## src/common/usd_params.svh

```systemverilog
`ifndef USD_PARAMS_SVH
`define USD_PARAMS_SVH
// ==========================================================
// register word indexes (byte address = index * 4)
`define USD_IDX_FLAG1    3'h0
`define USD_IDX_FLAG2    3'h1
`define USD_IDX_EN2      3'h2
`define USD_IDX_VEC2     3'h3
`define USD_IDX_TRIG     3'h4
`define USD_IDX_BUF_LO   3'h5
`define USD_IDX_BUF_HI   3'h6
// ==========================================================
// field positions
`define USD_BIT_SETUP    3
`define USD_BIT_VBUSCHG  0
`define USD_BIT_INTR_SENT 1
`define USD_BIT_INTR_REQ  2
`define USD_BIT_VBUSMON  3
`define USD_BIT_RDDONE   2
// ==========================================================
// reset values
`define USD_RST_EN2      3'h0
`define USD_RST_VEC2     8'h00
// ==========================================================
// setup packet layout and standard request codes
`define USD_SETUP_LEN    4'h8
`define USD_REQ_GET_DESC 8'h06
`define USD_REQ_SET_DESC 8'h07
`define USD_REQ_SYNCH    8'h0c
`define USD_REQ_MAX_STD  8'h0c
// ==========================================================
// axi responses
`define USD_RESP_OKAY    2'h0
`define USD_RESP_SLVERR  2'h2
`endif

```

## src/common/usd_pkg.sv

```systemverilog
package usd_pkg;
  // ==========================================================
  // control transfer sequencing
  typedef enum logic [2:0] {
    CT_IDLE,     // no setup seen
    CT_RX,       // setup bytes arriving
    CT_AUTO,     // engine runs data and status stages
    CT_FW_WAIT,  // firmware must read the buffer, data stage naks
    CT_FW_GO     // firmware released the data stage
  } usd_ctrl_t;
endpackage : usd_pkg

```

## src/design/usd_req_sort.sv

```systemverilog
`timescale 1ns/100ps
`include "usd_params.svh"
module usd_req_sort import usd_pkg::*; (
  // setup header fields
  input  wire logic [7:0] req_type,   // request type byte
  input  wire logic [7:0] req_code,   // request code byte
  // verdict
  output logic            fw_needed   // firmware must decode
);
  // ==========================================================
  // classification
  logic std_req;  // type field says standard
  always_comb begin
    std_req = (req_type[6:5] == 2'h0);
    // class and vendor requests always go up
    fw_needed = !std_req;
    // descriptors and frame sync are left to firmware
    if (std_req && (req_code == `USD_REQ_GET_DESC ||
                    req_code == `USD_REQ_SET_DESC ||
                    req_code == `USD_REQ_SYNCH)) begin
      fw_needed = 1'b1;
    end
    // unknown standard codes are safer in firmware
    if (std_req && req_code > `USD_REQ_MAX_STD) begin
      fw_needed = 1'b1;
    end
  end
endmodule : usd_req_sort

```

## src/design/usd_setup_dispatch.sv

```systemverilog
`timescale 1ns/100ps
`include "usd_params.svh"
// Overview of operation
// - unmasked second-group flag raises cpu interrupt
// - vector select register supplies interrupt vector
// - enable register eight bits, low three writable
// - class and vendor requests go to firmware
// - handled requests complete data and status stages
// - firmware requests stored in setup buffer
// - firmware request received sets setup flag
// - eight byte buffer always takes new setup
// - setup flag is first flag register bit3
// - power change, ep3 acked, ep3 empty flags
// - data stage naks until read-done trigger
module usd_setup_dispatch import usd_pkg::*; (
  // clock and reset
  input  wire logic        aclk,
  input  wire logic        aresetn,
  // axi4-lite write address and data
  input  wire logic        awvalid,
  output logic             awready,
  input  wire logic [4:0]  awaddr,
  input  wire logic        wvalid,
  output logic             wready,
  input  wire logic [31:0] wdata,
  input  wire logic [3:0]  wstrb,
  // axi4-lite write response
  output logic             bvalid,
  input  wire logic        bready,
  output logic [1:0]       bresp,
  // axi4-lite read
  input  wire logic        arvalid,
  output logic             arready,
  input  wire logic [4:0]  araddr,
  output logic             rvalid,
  input  wire logic        rready,
  output logic [31:0]      rdata,
  output logic [1:0]       rresp,
  // setup packet from the serial engine
  input  wire logic        rx_setup_start,
  input  wire logic        rx_byte_valid,
  input  wire logic [7:0]  rx_byte,
  input  wire logic        rx_setup_ok,
  // interrupt endpoint events from the serial engine
  input  wire logic        ep3_in_nodata,
  input  wire logic        ep3_acked,
  // automatic request completion from the serial engine
  input  wire logic        auto_done,
  // bus power pin, asynchronous
  input  wire logic        vbus_pin,
  // outputs toward engine and cpu
  output logic             auto_go,
  output logic [7:0]       auto_code,
  output logic             dstage_nak,
  output logic             setup_pending,
  output logic             irq,
  output logic [7:0]       irq_vector
);
  // ==========================================================
  // state
  typedef struct packed {
    logic            awready;   // write address slot free
    logic            wready;    // write data slot free
    logic [2:0]      aw_idx;    // captured write index
    logic            aw_bad;    // write address unmapped
    logic [7:0]      wdat;      // captured write data
    logic            wlane;     // low byte lane enabled
    logic            bvalid;
    logic [1:0]      bresp;
    logic            arready;
    logic            rvalid;
    logic [31:0]     rdata;
    logic [1:0]      rresp;
    logic [2:0]      rd_idx;    // index of the read in flight
    usd_ctrl_t       ctrl;      // control transfer phase
    logic [3:0]      cnt;       // setup bytes received
    logic [7:0][7:0] buf8;      // setup receive buffer
    logic            flag_setup;
    logic [2:0]      flag2;     // second flag group
    logic [2:0]      en2;       // second enable group
    logic [7:0]      vec;       // second vector select
    logic            vb_m;      // vbus synchroniser, first stage
    logic            vb_s;      // vbus synchroniser, second stage
    logic            vb_d;      // previous synchronised level
    logic            auto_go;
    logic [7:0]      auto_code;
    logic            nak;
    logic            irq;
  } usd_state_t;

  usd_state_t s;       // registered state
  usd_state_t next_s;  // next state
  logic       fw_need;  // classifier verdict on the buffer
  logic       do_wr;    // both write halves held, no response out
  logic       ev_vbus;  // bus power level changed
  logic [2:0] ar_idx;   // read index of the current request
  logic [31:0] rd_word;
  logic       rd_bad;

  // ==========================================================
  // request classifier on the stored header
  usd_req_sort u_sort (
    .req_type  (s.buf8[0]),
    .req_code  (s.buf8[1]),
    .fw_needed (fw_need)
  );

  // ==========================================================
  // next-state logic
  always_comb begin
    next_s      = s;
    next_s.auto_go = 1'b0;
    ar_idx      = araddr[4:2];
    rd_word     = 32'h0000_0000;
    rd_bad      = 1'b0;
    // pin passes two flops before anything looks at it
    next_s.vb_m = vbus_pin;
    next_s.vb_s = s.vb_m;
    next_s.vb_d = s.vb_s;
    ev_vbus     = s.vb_s ^ s.vb_d;

    // write address and data are taken in either order
    if (awvalid && s.awready) begin
      next_s.awready = 1'b0;
      next_s.aw_idx  = awaddr[4:2];
      next_s.aw_bad  = (awaddr[4:2] > `USD_IDX_BUF_HI);
    end
    if (wvalid && s.wready) begin
      next_s.wready = 1'b0;
      next_s.wdat   = wdata[7:0];
      next_s.wlane  = wstrb[0];
    end
    do_wr = !s.awready && !s.wready && !s.bvalid;
    if (do_wr) begin
      next_s.bvalid = 1'b1;
      next_s.bresp  = s.aw_bad ? `USD_RESP_SLVERR : `USD_RESP_OKAY;
    end
    if (s.bvalid && bready) begin
      next_s.bvalid  = 1'b0;
      next_s.awready = 1'b1;
      next_s.wready  = 1'b1;
    end

    // register writes; clears come first so that events below win
    if (do_wr && s.wlane) begin
      unique case (s.aw_idx)
        `USD_IDX_FLAG1: begin
          if (s.wdat[`USD_BIT_SETUP]) next_s.flag_setup = 1'b0;
        end
        `USD_IDX_FLAG2: begin
          next_s.flag2 = s.flag2 & ~s.wdat[2:0];
        end
        `USD_IDX_EN2: begin
          // only the low three bits hold state
          next_s.en2 = s.wdat[2:0];
        end
        `USD_IDX_VEC2: begin
          next_s.vec = s.wdat;
        end
        `USD_IDX_TRIG: begin
          // firmware has read the buffer: release the data stage
          if (s.wdat[`USD_BIT_RDDONE] && s.ctrl == CT_FW_WAIT) begin
            next_s.ctrl = CT_FW_GO;
          end
        end
        default: begin
        end
      endcase
    end

    // read mux
    unique case (ar_idx)
      `USD_IDX_FLAG1:  rd_word[`USD_BIT_SETUP] = s.flag_setup;
      `USD_IDX_FLAG2:  rd_word = {28'h0, s.vb_s, s.flag2};
      `USD_IDX_EN2:    rd_word = {29'h0, s.en2};
      `USD_IDX_VEC2:   rd_word = {24'h0, s.vec};
      `USD_IDX_TRIG:   rd_word = 32'h0000_0000;
      `USD_IDX_BUF_LO: rd_word = s.buf8[3:0];
      `USD_IDX_BUF_HI: rd_word = s.buf8[7:4];
      default:         rd_bad  = 1'b1;
    endcase
    // a buffer read during reception gets an error, not torn data
    if ((ar_idx == `USD_IDX_BUF_LO || ar_idx == `USD_IDX_BUF_HI) &&
        (s.ctrl == CT_RX || rx_setup_start)) begin
      rd_bad  = 1'b1;
      rd_word = 32'h0000_0000;
    end
    if (arvalid && s.arready) begin
      next_s.arready = 1'b0;
      next_s.rvalid  = 1'b1;
      next_s.rdata   = rd_word;
      next_s.rresp   = rd_bad ? `USD_RESP_SLVERR : `USD_RESP_OKAY;
      next_s.rd_idx  = ar_idx;
    end
    if (s.rvalid && rready) begin
      next_s.rvalid  = 1'b0;
      next_s.arready = 1'b1;
    end

    // control transfer sequencing
    unique case (s.ctrl)
      CT_RX: begin
        // bytes land in order; extra bytes are dropped
        if (rx_byte_valid && s.cnt < `USD_SETUP_LEN) begin
          next_s.buf8[s.cnt[2:0]] = rx_byte;
          next_s.cnt = s.cnt + 4'h1;
        end
        if (rx_setup_ok) begin
          if (s.cnt != `USD_SETUP_LEN) begin
            // short packet: nothing to act on
            next_s.ctrl = CT_IDLE;
          end else if (fw_need) begin
            next_s.ctrl       = CT_FW_WAIT;
            next_s.flag_setup = 1'b1;
          end else begin
            // engine answers on its own, no setup flag
            next_s.ctrl      = CT_AUTO;
            next_s.auto_go   = 1'b1;
            next_s.auto_code = s.buf8[1];
          end
        end
      end
      CT_AUTO: begin
        if (auto_done) next_s.ctrl = CT_IDLE;
      end
      CT_IDLE, CT_FW_WAIT, CT_FW_GO: begin
      end
    endcase
    // a new setup always wins, from any phase
    if (rx_setup_start) begin
      next_s.ctrl = CT_RX;
      next_s.cnt  = 4'h0;
      next_s.auto_go = 1'b0;
    end

    // second-group events set after clears, so set wins
    if (ev_vbus)       next_s.flag2[`USD_BIT_VBUSCHG] = 1'b1;
    if (ep3_acked)     next_s.flag2[`USD_BIT_INTR_SENT] = 1'b1;
    if (ep3_in_nodata) next_s.flag2[`USD_BIT_INTR_REQ]  = 1'b1;

    next_s.nak = (next_s.ctrl == CT_FW_WAIT);
    next_s.irq = |(next_s.flag2 & next_s.en2);
  end

  // ==========================================================
  // state register
  always_ff @(posedge aclk) begin
    if (!aresetn) begin
      s         <= '0;
      s.awready <= 1'b1;
      s.wready  <= 1'b1;
      s.arready <= 1'b1;
      s.ctrl    <= CT_IDLE;
      s.en2     <= `USD_RST_EN2;
      s.vec     <= `USD_RST_VEC2;
    end else begin
      s <= next_s;
    end
  end

  // ==========================================================
  // outputs straight from flops
  assign awready       = s.awready;
  assign wready        = s.wready;
  assign bvalid        = s.bvalid;
  assign bresp         = s.bresp;
  assign arready       = s.arready;
  assign rvalid        = s.rvalid;
  assign rdata         = s.rdata;
  assign rresp         = s.rresp;
  assign auto_go       = s.auto_go;
  assign auto_code     = s.auto_code;
  assign dstage_nak    = s.nak;
  assign setup_pending = s.flag_setup;
  assign irq           = s.irq;
  assign irq_vector    = s.vec;

  // ==========================================================
  // assertions
  a_irq_gate: assert property (@(posedge aclk) disable iff (!aresetn)
    irq == |(s.flag2 & s.en2))
    else $error("irq does not follow enabled flags");

  a_vec_write: assert property (@(posedge aclk) disable iff (!aresetn)
    (do_wr && s.wlane && s.aw_idx == `USD_IDX_VEC2)
      |=> irq_vector == $past(s.wdat))
    else $error("vector select not taken");

  a_en_reserved: assert property (@(posedge aclk) disable iff (!aresetn)
    (rvalid && s.rd_idx == `USD_IDX_EN2) |-> rdata[31:3] == 29'h0)
    else $error("enable reserved bits not zero");

  a_fw_flag: assert property (@(posedge aclk) disable iff (!aresetn)
    (s.ctrl == CT_RX && rx_setup_ok && !rx_setup_start &&
     s.cnt == `USD_SETUP_LEN && fw_need)
      |=> setup_pending && dstage_nak)
    else $error("firmware request did not flag");

  a_auto_quiet: assert property (@(posedge aclk) disable iff (!aresetn)
    auto_go |-> !$rose(setup_pending) && s.ctrl == CT_AUTO)
    else $error("automatic request raised setup flag");

  a_buf_store: assert property (@(posedge aclk) disable iff (!aresetn)
    (s.ctrl == CT_RX && rx_byte_valid && !rx_setup_start &&
     s.cnt < `USD_SETUP_LEN)
      |=> s.buf8[$past(s.cnt[2:0])] == $past(rx_byte))
    else $error("setup byte not stored");

  a_new_setup: assert property (@(posedge aclk) disable iff (!aresetn)
    rx_setup_start |=> s.ctrl == CT_RX && s.cnt == 4'h0)
    else $error("new setup not accepted");

  a_nak_hold: assert property (@(posedge aclk) disable iff (!aresetn)
    (s.ctrl == CT_FW_WAIT) |-> dstage_nak)
    else $error("data stage not naked");

  a_vbus_flag: assert property (@(posedge aclk) disable iff (!aresetn)
    ev_vbus |=> s.flag2[`USD_BIT_VBUSCHG])
    else $error("power change not flagged");

endmodule : usd_setup_dispatch

```

## config.mk

```make
export PLATFORM = sky130hd
export DESIGN_NAME = usd_setup_dispatch
export DESIGN_NICKNAME = d
export VERILOG_FILES = /design/src/common/usd_pkg.sv /design/src/design/usd_req_sort.sv /design/src/design/usd_setup_dispatch.sv
export VERILOG_INCLUDE_DIRS = /design/src /design/src/common
export SDC_FILE = /design/constraint.sdc
export NUM_CORES = 1
export LEC_CHECK = 0
export BUFFER_PORTS_ARGS = -buffer_cell sky130_fd_sc_hd__buf_4
export CAP_MARGIN = 10
export CORE_MARGIN = 3
export CORE_UTILIZATION = 45
export CTS_CLUSTER_SIZE = 24
export DETAILED_ROUTE_END_ITERATION = 10
export PLACE_DENSITY_LB_ADDON = 0.08
export SETUP_SLACK_MARGIN = 0.02
export SLEW_MARGIN = 20
export SYNTH_ARGS = -nofsm -noshare
export SYNTH_HDL_FRONTEND = slang
export SYNTH_SLANG_ARGS = --single-unit
```

## constraint.sdc

```tcl
create_clock -name aclk -period 3.2 [get_ports aclk]
set_input_delay 0.32 -clock aclk [delete_from_list [all_inputs] [get_ports aclk]]
set_output_delay 0.32 -clock aclk [all_outputs]
set_load 0.1 [all_outputs]
```

After elaboration in Yosys (flattened, before gate mapping) --
Cells that the tools add are included.
Operators by class: mux-type cells 37, reduce and logical (&&, ||, !) cells 34, $lt $le $gt $ge 5, add/subtract/negate cells 1, eq/ne operators 18, bitwise logic cells 9
Operators by type and width (count):
- $pmux W28 S3 | 1
- $mux W69 | 1
- $mux W68 | 1
- $bwmux W64 | 1
- $mux W32 | 1
- $demux W8 S3 | 1
- $eq A3 B2 Y1 const B | 7
- $mux W3 | 7
- $eq A8 B3 Y1 const B | 2
- $mux W8 | 2
- $mux W15 | 1
- $pmux W3 S5 | 1
- $logic_and A1 B1 Y1 | 14
- $mux W1 | 13
- $eq A3 B3 Y1 const B | 4
- $eq A3 B1 Y1 const B | 3
- $mux W9 | 1
- $eq A8 B4 Y1 const B | 1
- $gt A8 B4 Y1 const B | 1
- $mux W7 | 1
- $reduce_or A7 Y1 | 1
- $and A3 B3 Y3 | 2
- $logic_not A3 Y1 | 2
- $mux W2 | 3
- 19 further kinds | 32
Storage, ports and cells: logic and storage cells 137, output and inout bits 61, bits in registers 154, input bits 68

Logic depth before layout (Yosys ltp) --
depth after elaboration 12, depth in mapped cells 8, gate-level depth less buffers 6

Modules after synthesis --
Synthesis repeated with hierarchy kept, for this count alone.
Second synthesis, totals: cells, all modules 671, area, all modules 6770.2 um2
Modules (own cells, without submodules):
- usd_setup_dispatch | area each 6744.0 um2, cells each 667, times used 1
- usd_req_sort | area each 26.3 um2, cells each 4, times used 1

Least setup slack after synthesis --
Ideal clock, no wire load.
kind register to register, from register s, in the netlist bvalid, to register s, in the netlist irq_vector[0], buffers on the path 1, cell stages (with the launch flop) 6, arrival time 1916 ps, path slack 1156 ps, library setup time 128 ps, period minus slack after synthesis 2044 ps, path through dfxtp_1 nor4b_2 and4b_1 buf_2 mux2i_1 nor2_1
Between the ends: word-level cells in the longest chain between the ends 4
Ends and longest elaborated chain:
- from (decl) | line usd_setup_dispatch.sv:91 | usd_state_t s;
- from (signal assigned) | line usd_setup_dispatch.sv:257 | s <= next_s;
- $logic_not A1 Y1 | line usd_setup_dispatch.sv:133 | do_wr = !s.awready && !s.wready && !s.bvalid;
- $logic_and A1 B1 Y1 | line usd_setup_dispatch.sv:133
- $logic_and A1 B1 Y1 | line usd_setup_dispatch.sv:145 | if (do_wr && s.wlane) begin
- $reduce_and A2 Y1 (no source line)
Every way passes these cells. A chain may end at the register's enable or synchronous reset.

Worst setup path in the final report --
from register wready (netlist name), to register s, in the netlist irq_vector[3]
Between the ends: word-level cells in the longest chain between the ends 5
Ends and longest elaborated chain (line):
- $logic_not A1 Y1 | usd_setup_dispatch.sv:133
- $logic_and A1 B1 Y1 (2 in a row) | usd_setup_dispatch.sv:133
- $logic_and A1 B1 Y1 | usd_setup_dispatch.sv:145
- $reduce_and A2 Y1 (no source line)
Every way passes these cells.

==> summary.txt <==
Worst hold path
  • Worst hold path depth: 2
  • Worst hold start: vbus_pin
  • Worst Hold End: next_s[12]
  • Hold crit path type: input port to flip-flop

Logic synthesis
  • EDFF count, synth: 0
  • Largest family of logic cells by synthesized area: simple AND/OR/NAND/NOR gates
  • Synthesized cell area: roughly 6600 um2
  • Post-Synth XOR/XNOR Area: less than 1%
  • Register bit total from synthesis: ~150
  • Yosys Warn Count: 0
  • Cells after Synth: approximately 710
  • Post-synthesis simple-gate area fraction: 16.8%
  • Synth Area per Inst: roughly 9.3 um2
  • Top cell type's share of synthesized area: 46.2%
  • Most common cell in the netlist: dfxtp_1
  • Mux share of post-synthesis cell area: between 10% and 20%
  • Post-Synth Adder-Cell Area: 0.380%
  • Async SR Flop Fraction: 0%
  • Top_reg_cell synth: dfxtp_1
  • Synth top cells by count: dfxtp_1 (152), nor2_1 (97), mux2i_1 (79), buf_4 (55), nand2_1 (52)
  • Most area-hungry cell type in the Yosys netlist: dfxtp_1
  • Number of distinct library cells after synthesis: 61
  • Compound-Gate Fraction of Synth Area: 13.5%
  • Top post-synthesis cells by area: dfxtp_1 (46%), mux2i_1 (12%), buf_4 (6.3%)
  • Sequential area share after synthesis: between 40% and 50%

Clocking
  • Clk Latency, worst-skew pair: approximately 0.42 ns
  • CTS tree: yes
  • Total number of clock tree sinks: ~150
  • Root buffer selected by CTS: clkbuf_16
  • Clk slew on worst S/H paths: around 0.060 ns
  • TritonCTS Buffers: 17
  • Resize count post-CTS: 0
  • CTS H-Tree Depth: 4
  • CTS max path bufs: 2
  • Number of post-CTS setup repair buffers: 0
  • Hold_buf cts: 0

Power
  • Switching share of power: between 20% and 30%
  • Reg power frac: 44.8%
  • Clk network pwr share: 48.6%
  • Pint: ~3300 uW
  • Leak: 0.00306 uW
  • Max VDD drop: between 0.3 and 0.4 mV
  • Switching power: between 900 and 1000 uW
  • Overall power: between 4000 and 5000 uW
  • Combinational Power Share: approximately 6.6%
  • Power density cells: about 570 nW/um2

Global routing
  • Largest net degree at the start of global routing: 41
  • GRT Total Usage: between 10% and 20%
  • Vias in the first global route: about 4700
  • Initial antenna violation count: 0
  • First-pass GRT wire length: between 20000 and 25000 um
  • Final global-route overflow total: 0

Critical path
  • CP max stage delay: 0.64 ns
  • WP buf/inv: 0
  • Crit path DAT: around 2.4 ns
  • Critical path type: flip-flop to flip-flop
  • CP startpoint: wready
  • Crit-path slowest cell: and4b_1
  • Startpoint Class: flip-flop
  • FF-to-FF path depth: 4
  • Capture point of the worst reg-to-reg path: irq_vector[3]
  • Crit-path max FO: 14
  • RR Startpoint: wready
  • Critical path's top delay family: simple AND/OR/NAND/NOR gates
  • CP Capture Type: flip-flop
  • Crit-path cells: nor4b_2, and4b_1, mux2i_1, nor2_1
  • Worst Path Required: approximately 3.5 ns
  • Flop-to-flop setup slack: about 1.1 ns

Timing
  • Final setup viols: 0
  • Final clock skew: around 0.0083 ns
  • Slew headroom: a little under half
  • Peak Freq: about 470 MHz
  • Final hold violation count: 0
  • Minimum clock period: around 2.1 ns
  • Unrepaired setup endpoints after global routing: false
  • Slew @ Worst Pin: roughly 0.8 ns
  • Crit share post-route: about 67%
  • Total negative slack: 0 ns
  • Slew Viols, Final: 0

Floorplan
  • Die span in x: around 130 um
  • Core area: around 14000 um2
  • Initial Utilization: roughly 47%
  • Io pins: ~130
  • DIE HEIGHT: approximately 130 um
  • Row count: 43
  • Die area: 16100 um2

Layout
  • Layout cells sized above 1: 20.9%
  • Layout area overhead: 16.1%
  • Final nets: 800
  • Fill cells: roughly 1200
  • Multi-input logic area: about 2900 um2
  • Register area: a little over 3000 um2
  • Diodes inserted: 0

Place
  • Placer congestion estimate: slightly below 0.8
  • DP Wirelength: 10500 um
  • I/O Buffers: 95

Routing
  • WL/cell: roughly 16 um
  • Drt via density: around 5.3
  • Initial DRC Count: 276
  • Routed wire length: around 15000 um
  • Final ANT Viol Nets: 0
  • Drt first pass iters: 4
  • Via count: around 5000
  • DRC violations left: 0

Run status
  • Status: complete, no violations

Job
  • Max Cap Viol: 0
[logic make-up (layout without fill, tap and decap cells)]
| group | Yosys count | in the layout |
|---|---|---|
| AO/OA/AOI/OAI | 127 | 127 |
| XOR/XNOR | 3 | 3 |
| adder cells (fa/ha/maj) | 2 | 2 |
| buffers and inverters | 116 | 153 |
| flip-flops | 152 | 152 |
| multiplexers | 82 | 82 |
| other | 1 | 2 |
| AND/OR/NAND/NOR | 222 | 222 |
[power groups by stage]
| stage | clock network, uW | logic, uW | registers [uW] |
|---|---|---|---|
| global route | 2240 | 310 | 1950 |
| global placement | 0 | 281 | 1990 |
| detailed placement | 0 | 287 | 1990 |
| floorplan | 0 | 170 | 2010 |
| CTS | 2160 | 287 | 1950 |
| finish | 2110 | 285 | 1950 |
[metrics by stage]
stage	cell area, um2	cells	setup WS (ns)	hold slack (ns)	utilization, %
floorplan	6580	706	1.16	0.412	-
global placement	7010	891	1.12	0.423	49.7
detailed placement	7010	891	1.04	0.426	49.7
CTS	7640	923	1.01	0.0898	54.2
global route	7640	923	0.889	0.0826	54.2
finish	7640	923	1.06	0.107	54.2
[metal layers]
layer,global-route usage (%),routed length [um],share of wire (%),up-vias
met4,6.44,188,1.2,0
met1,23.8,6650,44,2290
met3,5.60,758,5.0,18
met2,32.0,7520,50,107
li1,-,-,-,2456
met5,0,0,0,-
[final cells by class]
class / instances / area share (%)
clock inverters: 12 / 2.26
inverters: 15 / 0.737
flip-flops and latches: 152 / 39.8
repair buffers: 106 / 10.4
multi-input cells: 438 / 37.8
clock buffers: 20 / 5.98
well taps: 180 / 2.95
[worst max path at each step]
stage                    end  slack [ns]  cells past startpoint
5_1_grt        irq_vector[6]        0.89                      4
3_3_place_gp       flip-flop        1.12                      4
6_report       irq_vector[3]        1.06                      4
3_5_place_dp   irq_vector[1]        1.04                      4
2_1_floorplan  irq_vector[0]        1.16                      5
4_1_cts        irq_vector[3]        1.01                      4
[layout by cell type (no fill, tap or decap), drive strengths merged, types with 3 or more instances in the layout]
master,n
o21ai,14
a22o,6
or4,3
nor4,5
and3,6
buf,106
a21oi,25
clkinv,5
clkbuf,20
nand2b,6
nor3b,3
and2,7
nand2,52
nor2b,5
inv,16
a22oi,33
nor2,97
bufinv,4
mux2i,79
dfxtp,152
o31ai,30
mux2,3
nand3,20
No activity file was read; power rests on OpenSTA's default activity.
